===== src/inc/line_params.svh =====
// constants shared by both ends of the line link
`ifndef LINE_PARAMS_SVH
`define LINE_PARAMS_SVH
// device register indices
`define REG_MASK   6'h03
`define REG_FLAGS  6'h04
`define REG_CTRL   6'h05
`define REG_CFG_A  6'h10
`define REG_CFG_B  6'h11
`define REG_CFG_C  6'h12
`define REG_STAT   6'h13
`define REG_CAL    6'h19
`define REG_CFG_D  6'h1F
`define REG_RXGAIN 6'h27
`define REG_QUENCH 6'h3B
// device bit positions
`define B_HOOK     0
`define B_MON      3
`define B_RPOS     5
`define B_RNEG     6
`define B_DOD      0
`define B_BTD      1
`define B_ROV      2
`define B_RLA      0
`define B_RZ       1
`define B_OHSA     6
`define B_RLB      4
`define B_GATE     0
`define B_FULLW    1
`define B_OVL      0
`define B_ROVS     1
`define B_BTDS     2
`define B_BTE      3
`define B_DODS     4
`define B_RESISTOR_CAL_DISABLE    5
`define B_OHSB     3
`define B_SQ0      0
`define B_SQ1      1
`define B_ATT      3
`define GAIN_SH_HI 2
// levels: rx samples in mV, ring level in 10 mV steps
`define OVL_LEVEL    16'h044C
`define RING_THR_15V 16'h05DC
`define RING_THR_21V 16'h0834
`define RING_THR_45V 16'h1194
`define TX_HIGH      16'h7FFF
`define TX_LOW       16'h8000
`define TX_MID       16'h04CC
`define TX_MUTE      16'h0000
// host timing
`define CLK_MHZ        250
`define PULSE_BREAK_MS 60
`define PULSE_MAKE_MS  40
`define REV_WAIT_MS    40
`define RING_QUIET_MS  200
// host apb map and fields
`define HREG_LINK   12'h000
`define HREG_RESULT 12'h004
`define HREG_DIAL   12'h008
`define HREG_CID    12'h00C
`define LK_ADDR_HI  5
`define LK_DATA_LO  8
`define LK_DATA_HI  15
`define LK_READ     16
`define DIAL_HI     3
`define CID_TYPE1   0
`define CID_REV     1
`define CID_STOP    2
`endif


===== src/inc/line_pkg.sv =====
// types shared by both ends of the line link
package line_pkg;
  typedef enum logic [1:0] {SPEED_FAST, SPEED_MED, SPEED_SLOW} ramp_speed_t;
  typedef enum logic [2:0] {H_IDLE, H_RD_WAIT, H_BRK, H_MAKE, H_POLL, H_CID_WAIT} host_state_t;
endpackage


===== src/inc/line_link_if.sv =====
// register link between host controller and line device
`timescale 1ns/1ps
interface line_link_if;
  logic [5:0] addr;
  logic [7:0] wdata;
  logic       wr;
  logic       rd;
  logic [7:0] rdata;
  logic       rvalid;
  logic       irq;
  modport dev  (input addr, wdata, wr, rd, output rdata, rvalid, irq);
  modport host (output addr, wdata, wr, rd, input rdata, rvalid, irq);
endinterface


===== src/design/line_event_status_monitor.sv =====
// line device end: status flags, interrupt gate, ring, hook ramp and tx path
`timescale 1ns/1ps
`include "line_params.svh"
module line_event_status_monitor #(
  parameter int CAL_CYC   = 64,
  parameter int RAMP_FAST = 4,
  parameter int RAMP_MED  = 64,
  parameter int RAMP_SLOW = 256
) (
  input  wire logic        pclk,
  input  wire logic        presetn,
  input  wire logic        ce,
  line_link_if.dev         link,
  input  wire logic [15:0] rx_sample,
  input  wire logic [15:0] ring_level,
  input  wire logic        billing_disturb,
  input  wire logic        loop_current_low,
  output logic      [15:0] tx_sample_out,
  output logic             line_offhook,
  output logic             cal_busy,
  output logic             ringer_synth_impedance
);

  // control bits written by the host
  logic [2:0]  mask_reg;
  logic [2:0]  flags_reg;
  logic        hook_request;
  logic        line_monitor_enable;
  logic        ring_level_sel_a;
  logic        ring_level_sel_b;
  logic        hook_ramp_sel_a;
  logic        hook_ramp_sel_b;
  logic        quench_sel_low;
  logic        quench_sel_high;
  logic        global_irq_gate;
  logic        fullwave_ring_sel;
  logic        billing_guard_en;
  logic        resistor_cal_disable;
  logic [3:0]  gain_reg;
  // state shown to the host, plus internal cal and ramp counters
  logic        rx_overload_status;
  logic        billing_event_status;
  logic        loop_dropout_status;
  logic        overload_live;
  logic        ring_pos_detect;
  logic        ring_neg_detect;
  logic [15:0] cal_cnt_reg;
  logic [15:0] ramp_cnt_reg;
  logic [7:0]  rd_mux;

  // ramp length per speed setting
  function automatic logic [15:0] ramp_len_of(input line_pkg::ramp_speed_t s);
    logic [15:0] n;
    n = 16'(RAMP_FAST);
    unique case (s)
      line_pkg::SPEED_FAST: n = 16'(RAMP_FAST);
      line_pkg::SPEED_MED:  n = 16'(RAMP_MED);
      line_pkg::SPEED_SLOW: n = 16'(RAMP_SLOW);
    endcase
    return n;
  endfunction

  // write decode
  wire [7:0] wd        = link.wdata;
  wire       wr_mask   = link.wr && (link.addr == `REG_MASK);
  wire       wr_flags  = link.wr && (link.addr == `REG_FLAGS);
  wire       wr_ctrl   = link.wr && (link.addr == `REG_CTRL);
  wire       wr_cfga   = link.wr && (link.addr == `REG_CFG_A);
  wire       wr_cfgb   = link.wr && (link.addr == `REG_CFG_B);
  wire       wr_cfgc   = link.wr && (link.addr == `REG_CFG_C);
  wire       wr_stat   = link.wr && (link.addr == `REG_STAT);
  wire       wr_cal    = link.wr && (link.addr == `REG_CAL);
  wire       wr_cfgd   = link.wr && (link.addr == `REG_CFG_D);
  wire       wr_gain   = link.wr && (link.addr == `REG_RXGAIN);
  wire       wr_quench = link.wr && (link.addr == `REG_QUENCH);

  // strict peak compare
  // anything at or under the level is treated as a filtered transient
  wire signed [15:0] rx_s     = rx_sample;
  wire signed [15:0] ovl_pos  = `OVL_LEVEL;
  wire signed [15:0] ovl_neg  = 16'h0000 - `OVL_LEVEL;
  wire               ovl_now  = (rx_s > ovl_pos) || (rx_s < ovl_neg);
  wire               btd_ev   = billing_disturb && billing_guard_en;
  wire               dod_ev   = loop_current_low && line_offhook;
  // guard enable write zero clears billing bits
  wire               btd_clr  = wr_stat && !wd[`B_BTE];
  wire [2:0]         ev       = {ovl_now, btd_ev, dod_ev};
  wire [2:0]         clr      = {wr_flags && !wd[`B_ROV], btd_clr, wr_flags && !wd[`B_DOD]};
  // sticky flags, a new event beats a clear in the same cycle
  wire [2:0]         flags_next = ev | (flags_reg & ~clr);

  wire [15:0]        thr      = ring_level_sel_b ? `RING_THR_45V :
                                (ring_level_sel_a ? `RING_THR_15V : `RING_THR_21V);
  wire signed [15:0] ring_s   = ring_level;
  wire signed [15:0] thr_pos  = thr;
  wire signed [15:0] thr_neg  = 16'h0000 - thr;
  // detect bits follow voltage beyond the thresholds
  // a reversal crosses one threshold exactly like a ring half
  wire               pos_now  = ring_s > thr_pos;
  wire               neg_now  = ring_s < thr_neg;
  // half wave reports only positive rings
  wire [15:0]        ring_code = pos_now ? `TX_HIGH :
                                 ((fullwave_ring_sel && !neg_now) ? `TX_MID : `TX_LOW);

  // receive gain or attenuation by shift
  // plain shift keeps the path cheap; no saturation on large gains
  wire [2:0]         sh       = gain_reg[`GAIN_SH_HI:0];
  wire [15:0]        rx_gain  = gain_reg[`B_ATT] ? 16'(rx_s >>> sh) : 16'(rx_s <<< sh);

  // four bits fold into three ramp speeds
  line_pkg::ramp_speed_t spd;
  assign spd = (quench_sel_low && quench_sel_high) ? line_pkg::SPEED_SLOW :
               (hook_ramp_sel_a || hook_ramp_sel_b || quench_sel_low || quench_sel_high) ?
               line_pkg::SPEED_MED : line_pkg::SPEED_FAST;
  wire [15:0]        ramp_len = ramp_len_of(spd);
  // billing disturbance freezes the ramp so the line stays looped
  wire               hold_on  = btd_ev || (ramp_cnt_reg < ramp_len);
  wire               off_next = hook_request || (line_offhook && hold_on);

  // calibration on overload release, or on off-hook entry
  wire               cal_start = (overload_live && !ovl_now) ||
                                 (hook_request && !line_offhook && !resistor_cal_disable);
  wire [15:0]        cal_next  = cal_start ? 16'(CAL_CYC) :
                                 ((cal_cnt_reg != 16'h0000) ? cal_cnt_reg - 16'h0001 : 16'h0000);

  // looped or monitoring sends line data, or mute while calibrating; else ring pattern
  wire [15:0]        tx_next  = (line_offhook || line_monitor_enable) ?
                                (cal_busy ? `TX_MUTE : rx_gain) : ring_code;

  // host writable control bits
  always_ff @(posedge pclk or negedge presetn) begin
    if (!presetn) begin
      mask_reg <= 3'h0;
      {hook_request, line_monitor_enable, ring_level_sel_a, ring_level_sel_b} <= 4'h0;
      {ringer_synth_impedance, hook_ramp_sel_a, hook_ramp_sel_b} <= 3'h0;
      {quench_sel_low, quench_sel_high, global_irq_gate, fullwave_ring_sel} <= 4'h0;
      {billing_guard_en, resistor_cal_disable} <= 2'h0;
      gain_reg <= 4'h0;
    end else if (ce) begin
      if (wr_mask)
        mask_reg <= {wd[`B_ROV], wd[`B_BTD], wd[`B_DOD]};
      if (wr_ctrl) begin
        hook_request        <= wd[`B_HOOK];
        line_monitor_enable <= wd[`B_MON];
      end
      if (wr_cfga) begin
        ring_level_sel_a       <= wd[`B_RLA];
        ringer_synth_impedance <= wd[`B_RZ];
        hook_ramp_sel_a        <= wd[`B_OHSA];
      end
      if (wr_cfgb)
        ring_level_sel_b <= wd[`B_RLB];
      if (wr_cfgc) begin
        global_irq_gate   <= wd[`B_GATE];
        fullwave_ring_sel <= wd[`B_FULLW];
      end
      if (wr_stat)
        billing_guard_en <= wd[`B_BTE];
      if (wr_cal)
        resistor_cal_disable <= wd[`B_RESISTOR_CAL_DISABLE];
      if (wr_cfgd)
        hook_ramp_sel_b <= wd[`B_OHSB];
      if (wr_gain)
        gain_reg <= wd[`B_ATT:0];
      if (wr_quench) begin
        quench_sel_low  <= wd[`B_SQ0];
        quench_sel_high <= wd[`B_SQ1];
      end
    end
  end

  // event flags and status; set wins over a clear
  always_ff @(posedge pclk or negedge presetn) begin
    if (!presetn) begin
      flags_reg <= 3'h0;
      {rx_overload_status, billing_event_status, loop_dropout_status} <= 3'h0;
      {overload_live, ring_pos_detect, ring_neg_detect} <= 3'h0;
    end else if (ce) begin
      // overload sets status and flag together
      flags_reg            <= flags_next;
      rx_overload_status   <= ovl_now || (rx_overload_status && !(wr_stat && !wd[`B_ROVS]));
      billing_event_status <= btd_ev || (billing_event_status && !btd_clr);
      loop_dropout_status  <= dod_ev || (loop_dropout_status && !(wr_stat && !wd[`B_DODS]));
      // live bit needs no write to fall
      overload_live        <= ovl_now;
      ring_pos_detect      <= pos_now;
      ring_neg_detect      <= neg_now;
    end
  end

  // hook ramp, calibration and tx sample
  always_ff @(posedge pclk or negedge presetn) begin
    if (!presetn) begin
      line_offhook  <= 1'b0;
      ramp_cnt_reg  <= 16'h0000;
      cal_cnt_reg   <= 16'h0000;
      cal_busy      <= 1'b0;
      tx_sample_out <= `TX_MUTE;
    end else if (ce) begin
      line_offhook  <= off_next;
      ramp_cnt_reg  <= (hook_request || !line_offhook) ? 16'h0000 :
                       (btd_ev ? ramp_cnt_reg : ramp_cnt_reg + 16'h0001);
      cal_cnt_reg   <= cal_next;
      cal_busy      <= cal_next != 16'h0000;
      tx_sample_out <= tx_next;
    end
  end

  // register readback; unmapped indices read zero
  always_comb begin
    rd_mux = 8'h00;
    case (link.addr)
      `REG_MASK: begin
        rd_mux[`B_ROV] = mask_reg[2];
        rd_mux[`B_BTD] = mask_reg[1];
        rd_mux[`B_DOD] = mask_reg[0];
      end
      `REG_FLAGS: begin
        rd_mux[`B_ROV] = flags_reg[2];
        rd_mux[`B_BTD] = flags_reg[1];
        rd_mux[`B_DOD] = flags_reg[0];
      end
      `REG_CTRL: begin
        rd_mux[`B_HOOK] = hook_request;
        rd_mux[`B_MON]  = line_monitor_enable;
        rd_mux[`B_RPOS] = ring_pos_detect;
        rd_mux[`B_RNEG] = ring_neg_detect;
      end
      `REG_CFG_A: begin
        rd_mux[`B_RLA]  = ring_level_sel_a;
        rd_mux[`B_RZ]   = ringer_synth_impedance;
        rd_mux[`B_OHSA] = hook_ramp_sel_a;
      end
      `REG_CFG_B: rd_mux[`B_RLB] = ring_level_sel_b;
      `REG_CFG_C: begin
        rd_mux[`B_GATE]  = global_irq_gate;
        rd_mux[`B_FULLW] = fullwave_ring_sel;
      end
      `REG_STAT: begin
        rd_mux[`B_OVL]  = overload_live;
        rd_mux[`B_ROVS] = rx_overload_status;
        rd_mux[`B_BTDS] = billing_event_status;
        rd_mux[`B_BTE]  = billing_guard_en;
        rd_mux[`B_DODS] = loop_dropout_status;
      end
      `REG_CAL:    rd_mux[`B_RESISTOR_CAL_DISABLE] = resistor_cal_disable;
      `REG_CFG_D:  rd_mux[`B_OHSB] = hook_ramp_sel_b;
      `REG_RXGAIN: rd_mux[`B_ATT:0] = gain_reg;
      `REG_QUENCH: begin
        rd_mux[`B_SQ0] = quench_sel_low;
        rd_mux[`B_SQ1] = quench_sel_high;
      end
      default: rd_mux = 8'h00;
    endcase
  end

  // link answer and interrupt line
  always_ff @(posedge pclk or negedge presetn) begin
    if (!presetn) begin
      link.rdata  <= 8'h00;
      link.rvalid <= 1'b0;
      link.irq    <= 1'b0;
    end else if (ce) begin
      link.rvalid <= link.rd;
      if (link.rd)
        link.rdata <= rd_mux;
      // gated OR of masked pending flags
      link.irq <= global_irq_gate && |(flags_reg & mask_reg);
    end
  end

endmodule


===== src/flat_wrapper.sv =====
// flat-port wrapper written by rule: the top's interface ports become plain ports
module line_event_status_monitor_flat 
#(
  parameter int CAL_CYC   = 64,
  parameter int RAMP_FAST = 4,
  parameter int RAMP_MED  = 64,
  parameter int RAMP_SLOW = 256
)
  (pclk, presetn, ce, rx_sample, ring_level, billing_disturb, loop_current_low, tx_sample_out, line_offhook, cal_busy, ringer_synth_impedance, link_addr, link_wdata, link_wr, link_rd, link_rdata, link_rvalid, link_irq);
  line_link_if link_i ();
  input  wire logic pclk;
  input  wire logic presetn;
  input  wire logic ce;
  input  wire logic [15:0] rx_sample;
  input  wire logic [15:0] ring_level;
  input  wire logic billing_disturb;
  input  wire logic loop_current_low;
  output logic      [15:0] tx_sample_out;
  output logic line_offhook;
  output logic cal_busy;
  output logic ringer_synth_impedance;
  input wire logic [$bits(link_i.addr)-1:0] link_addr;
  input wire logic [$bits(link_i.wdata)-1:0] link_wdata;
  input wire logic [$bits(link_i.wr)-1:0] link_wr;
  input wire logic [$bits(link_i.rd)-1:0] link_rd;
  output wire logic [$bits(link_i.rdata)-1:0] link_rdata;
  output wire logic [$bits(link_i.rvalid)-1:0] link_rvalid;
  output wire logic [$bits(link_i.irq)-1:0] link_irq;
  assign link_i.addr = link_addr;
  assign link_i.wdata = link_wdata;
  assign link_i.wr = link_wr;
  assign link_i.rd = link_rd;
  assign link_rdata = link_i.rdata;
  assign link_rvalid = link_i.rvalid;
  assign link_irq = link_i.irq;
  line_event_status_monitor #(.CAL_CYC(CAL_CYC), .RAMP_FAST(RAMP_FAST), .RAMP_MED(RAMP_MED), .RAMP_SLOW(RAMP_SLOW)) u_core (.pclk(pclk), .presetn(presetn), .ce(ce), .link(link_i), .rx_sample(rx_sample), .ring_level(ring_level), .billing_disturb(billing_disturb), .loop_current_low(loop_current_low), .tx_sample_out(tx_sample_out), .line_offhook(line_offhook), .cal_busy(cal_busy), .ringer_synth_impedance(ringer_synth_impedance));
endmodule

===== config.mk =====
export PLATFORM = sky130hd
export DESIGN_NAME = line_event_status_monitor_flat
export DESIGN_NICKNAME = d
export VERILOG_FILES = /design/src/inc/line_pkg.sv /design/src/inc/line_link_if.sv /design/src/design/line_event_status_monitor.sv /design/src/flat_wrapper.sv
export VERILOG_INCLUDE_DIRS = /design/src /design/src/inc
export SDC_FILE = /design/constraint.sdc
export NUM_CORES = 1
export LEC_CHECK = 0
export ABC_AREA = 0
export BUFFER_PORTS_ARGS = -buffer_cell sky130_fd_sc_hd__buf_2
export CAP_MARGIN = 20
export CORE_ASPECT_RATIO = 0.7
export CORE_MARGIN = 5
export CORE_UTILIZATION = 55
export CTS_CLUSTER_DIAMETER = 40
export DETAILED_ROUTE_END_ITERATION = 10
export MAX_ROUTING_LAYER = met4
export PLACE_DENSITY = 0.77
export SYNTH_ARGS = -nofsm -noshare
export SYNTH_HDL_FRONTEND = slang
export SYNTH_SLANG_ARGS = --single-unit
export TNS_END_PERCENT = 20

===== constraint.sdc =====
create_clock -name pclk -period 2.95 [get_ports pclk]
set_clock_uncertainty 0.05 [all_clocks]
set_input_delay 0.295 -clock pclk [delete_from_list [all_inputs] [get_ports pclk]]
set_output_delay 0.295 -clock pclk [all_outputs]
set_load 0.02 [all_outputs]

==> run metrics <==
Synth Net Count=762; setup violators final=0; clk root buf=clkbuf_16; FMAX=0.365 GHz; share of cells above drive strength 1=between 20% and 30%; Worst VDD drop=roughly 0.38 mV; CP max FO=8; top cells by area, synth=dfrtp_1 36%, nor2_1 5.6%, mux2_2 4.6%; Critical Path Sink Type=register; initial core utilization=56.0%; routed length on met3=1680 um; Post-Synthesis Cells=687; Die X=136 um; worst rel slew slack=a little under two fifths; WL final=17,100 um; Final Cycle Share=92.9%; clock latency on the worst-skew pair=~0.35 ns; number of flops mapped to enable cells by yosys=0; Worst Setup Start Kind=register; Synth Flop Type=dfrtp_1; Least-Margin Pin Slew=between 0.9 and 1 ns; Fill cells=slightly below 1,000; commonest non-fill, non-tap cell in the layout=nor2_1; MaxCap Viol Count=0; RSZ-0062 raised after global routing=no; Clock Sinks=88; Multi-input gate area=3620 sq um; Post-Layout Cell Count=916; CP cell instances=or2_2 > ha_1 > a21o_1 > a2111oi_2 > nor2_1 > nor4bb_1 > buf_4 > a2111oi_1 > nor2_1; Min-Delay Path Class=input port to register; area leader, netlist=dfrtp_1; family with the most delay on the worst path=compound AO/OA/AOI/OAI gates; post-synth top area share=36.0%; largest net degree at the start of global routing=54; TritonCTS clock tree=yes; CTS H-tree lvls=3; CP required=3.13 ns; nets@finish=833; postcts setup bufs=0; Core ar.=10,900 sq um; Avg Inst Size Synth=8.91 sq um; FP Rows=32; wire length on met1=8110 um; n_diodes=0; Slew Limit Fails=0; Final min period=2.74 ns; pwr dens=about 550 nW/um^2; io pins=82; most frequent cells in the layout=92 x nor2_1, 88 x dfrtp_1, 78 x buf_2, 68 x nand2_1, 35 x o21ai_0; gr usage total=26.8%; total grt overflow=0; mapped cell area=6120 sq um; Critical Setup Path Class=register to register; Setup Total Neg Slack=0 ns; Leak=between 0.003 and 0.004 uW; CP arrival=slightly below 3 ns; Vias/cell=roughly 6.3; CP peak stage delay=0.43 ns; Routed wire per std cell=18.7 um; placed cell count=between 800 and 900; Highest Signal Layer=met4; CP max stage cell=dfrtp_1; post-synth cell types=80; Synthesis Warnings=0; Final Hold Fails=0; DR vias=5,754; Crit path top cell by count=nor2_1; Area growth, synth to finish=13.1%; number of global-route vias before repair=5,484; DRT iter0 DRCs=just over 700; Placer Congestion=around 1; initial antenna violation count=0; Port Buffers=79; die height=98.2 um; Pre-antenna DRT Iters=5; Register Area=approximately 2200 sq um; DRC=0; DRT antenna net count=0; die area=13,400 sq um; ys async rst share=100%; register area share after synthesis=36.0%; Buffers & Inverters on Critical Path=1; Worst-path clk slew=~0.07 ns; Num CTS Buffers=9; register bit total from synthesis=88; first-pass GRT wire length=roughly 28,000 um; status=completed; hpwl dp=12,800 um; buffer depth of the longest clock path=2; metal2 WL=just over 7000 um
==> path summary, 6_finish.rpt <==
path | depth (start not counted) | slack [ns] | from | to
max | 9 | 0.21 | u_core.ring_level_sel_a | u_core.tx_sample_out[8]
min | 2 | 0.13 | link_wdata[6] | u_core.hook_ramp_sel_a
max reg2reg | 9 | 0.21 | u_core.ring_level_sel_a | u_core.tx_sample_out[8]
min reg2reg | 1 | 0.44 | u_core.link.rdata[0] | u_core.link.rdata[0]
max in group asynchronous | 3 | 1.64 | presetn | u_core.tx_sample_out[0]
min in group asynchronous | 2 | 0.48 | presetn | u_core.cal_cnt_reg[9]
==> worst reg2reg max path: stages (launching register included) <==
cell and delay, ns:
dfrtp_1 0.43, or2_2 0.38, ha_1 0.35, a21o_1 0.22
a2111oi_2 0.40, nor2_1 0.06, nor4bb_1 0.14, buf_4 0.18
a2111oi_1 0.34, nor2_1 0.07
==> report_power, final <==
group | switching (uW) | leakage, uW | internal (uW) | total, uW
sequential | 221 | 0.00111 | 1380 | 1600
combinational | 680 | 0.00178 | 433 | 1110
clock | 515 | 0.000142 | 608 | 1120
total | 1420 | 0.00303 | 2420 | 3840
==> area by class of cell <==
| cell class | instances | share of cell area, % |
|---|---|---|
| clock buffers | 10 | 3.45 |
| clock inverters | 6 | 0.723 |
| inverters | 26 | 1.41 |
| multi-input cells | 538 | 52.3 |
| flip-flops and latches | 88 | 31.8 |
| well taps | 153 | 2.77 |
| repair buffers | 95 | 7.52 |
==> layer usage <==
| metal | up-vias | global-route usage, % |
|---|---|---|
| met5 | - | - |
| met3 | 23 | 7.52 |
| met1 | 2775 | 39.5 |
| met2 | 288 | 36.7 |
| li1 | 2668 | - |
| met4 | 0 | 5.58 |
==> metrics by stage <==
stage	utilization, %	total power (uW)	area (sq um)	worst slack, ns	hold WS [ns]
after floorplan	-	2340	6120	0.379	-0.0506
after global placement	60.5	2660	6610	0.181	0.314
after detailed placement	60.5	2700	6610	0.110	0.336
after CTS	63.2	3830	6910	0.0848	0.128
after global routing	63.3	4050	6920	0.0214	0.126
final	63.3	3840	6920	0.209	0.133
==> synthesized netlist by cell type (3+ instances only) <==
cell type / n
nor2_1: 92
dfrtp_1: 88
nand2_1: 68
o21ai_0: 35
a21oi_1: 33
inv_1: 26
mux2_2: 25
mux2i_1: 24
ha_1: 22
nand3_1: 19
nor3_1: 17
clkbuf_1: 16
buf_2: 10
xor2_1: 10
a31oi_1: 8
nor4_1: 8
o31ai_1: 8
a211oi_1: 7
a22oi_1: 7
and2_1: 7
mux4_2: 7
or2_2: 7
or3_1: 7
o211ai_1: 6
o22ai_1: 6
a21o_1: 5
nand2b_1: 5
nand4_1: 5
nor4b_1: 5
o2111ai_1: 5
or4_1: 5
a22o_1: 4
and3_1: 4
nand3b_1: 4
nor2b_1: 4
o21a_1: 4
a2111oi_0: 3
a211o_1: 3
a221oi_1: 3
a32o_1: 3
a32oi_1: 3
clkbuf_8: 3
xnor2_1: 3
==> kinds of logic after synthesis <==
group	count (synthesis)	synth area share [%]
and+or+nand+nor	278	22.8
AOI/OAI and AO/OA	168	18.7
DFF	88	36.0
buffers and inverters	61	4.99
muxes	56	11.1
adders and majority gates	22	4.50
xor gates and xnor gates	13	1.86
other	1	0.0613
==> what timing repair did <==
item / CTS / global route
resized for setup: 0 / 4
hold endpoints to repair: 51 / 0
hold buffers: 1 / 0
setup endpoints to repair: 0 / 7
No activity file was read; power rests on OpenSTA's default activity.
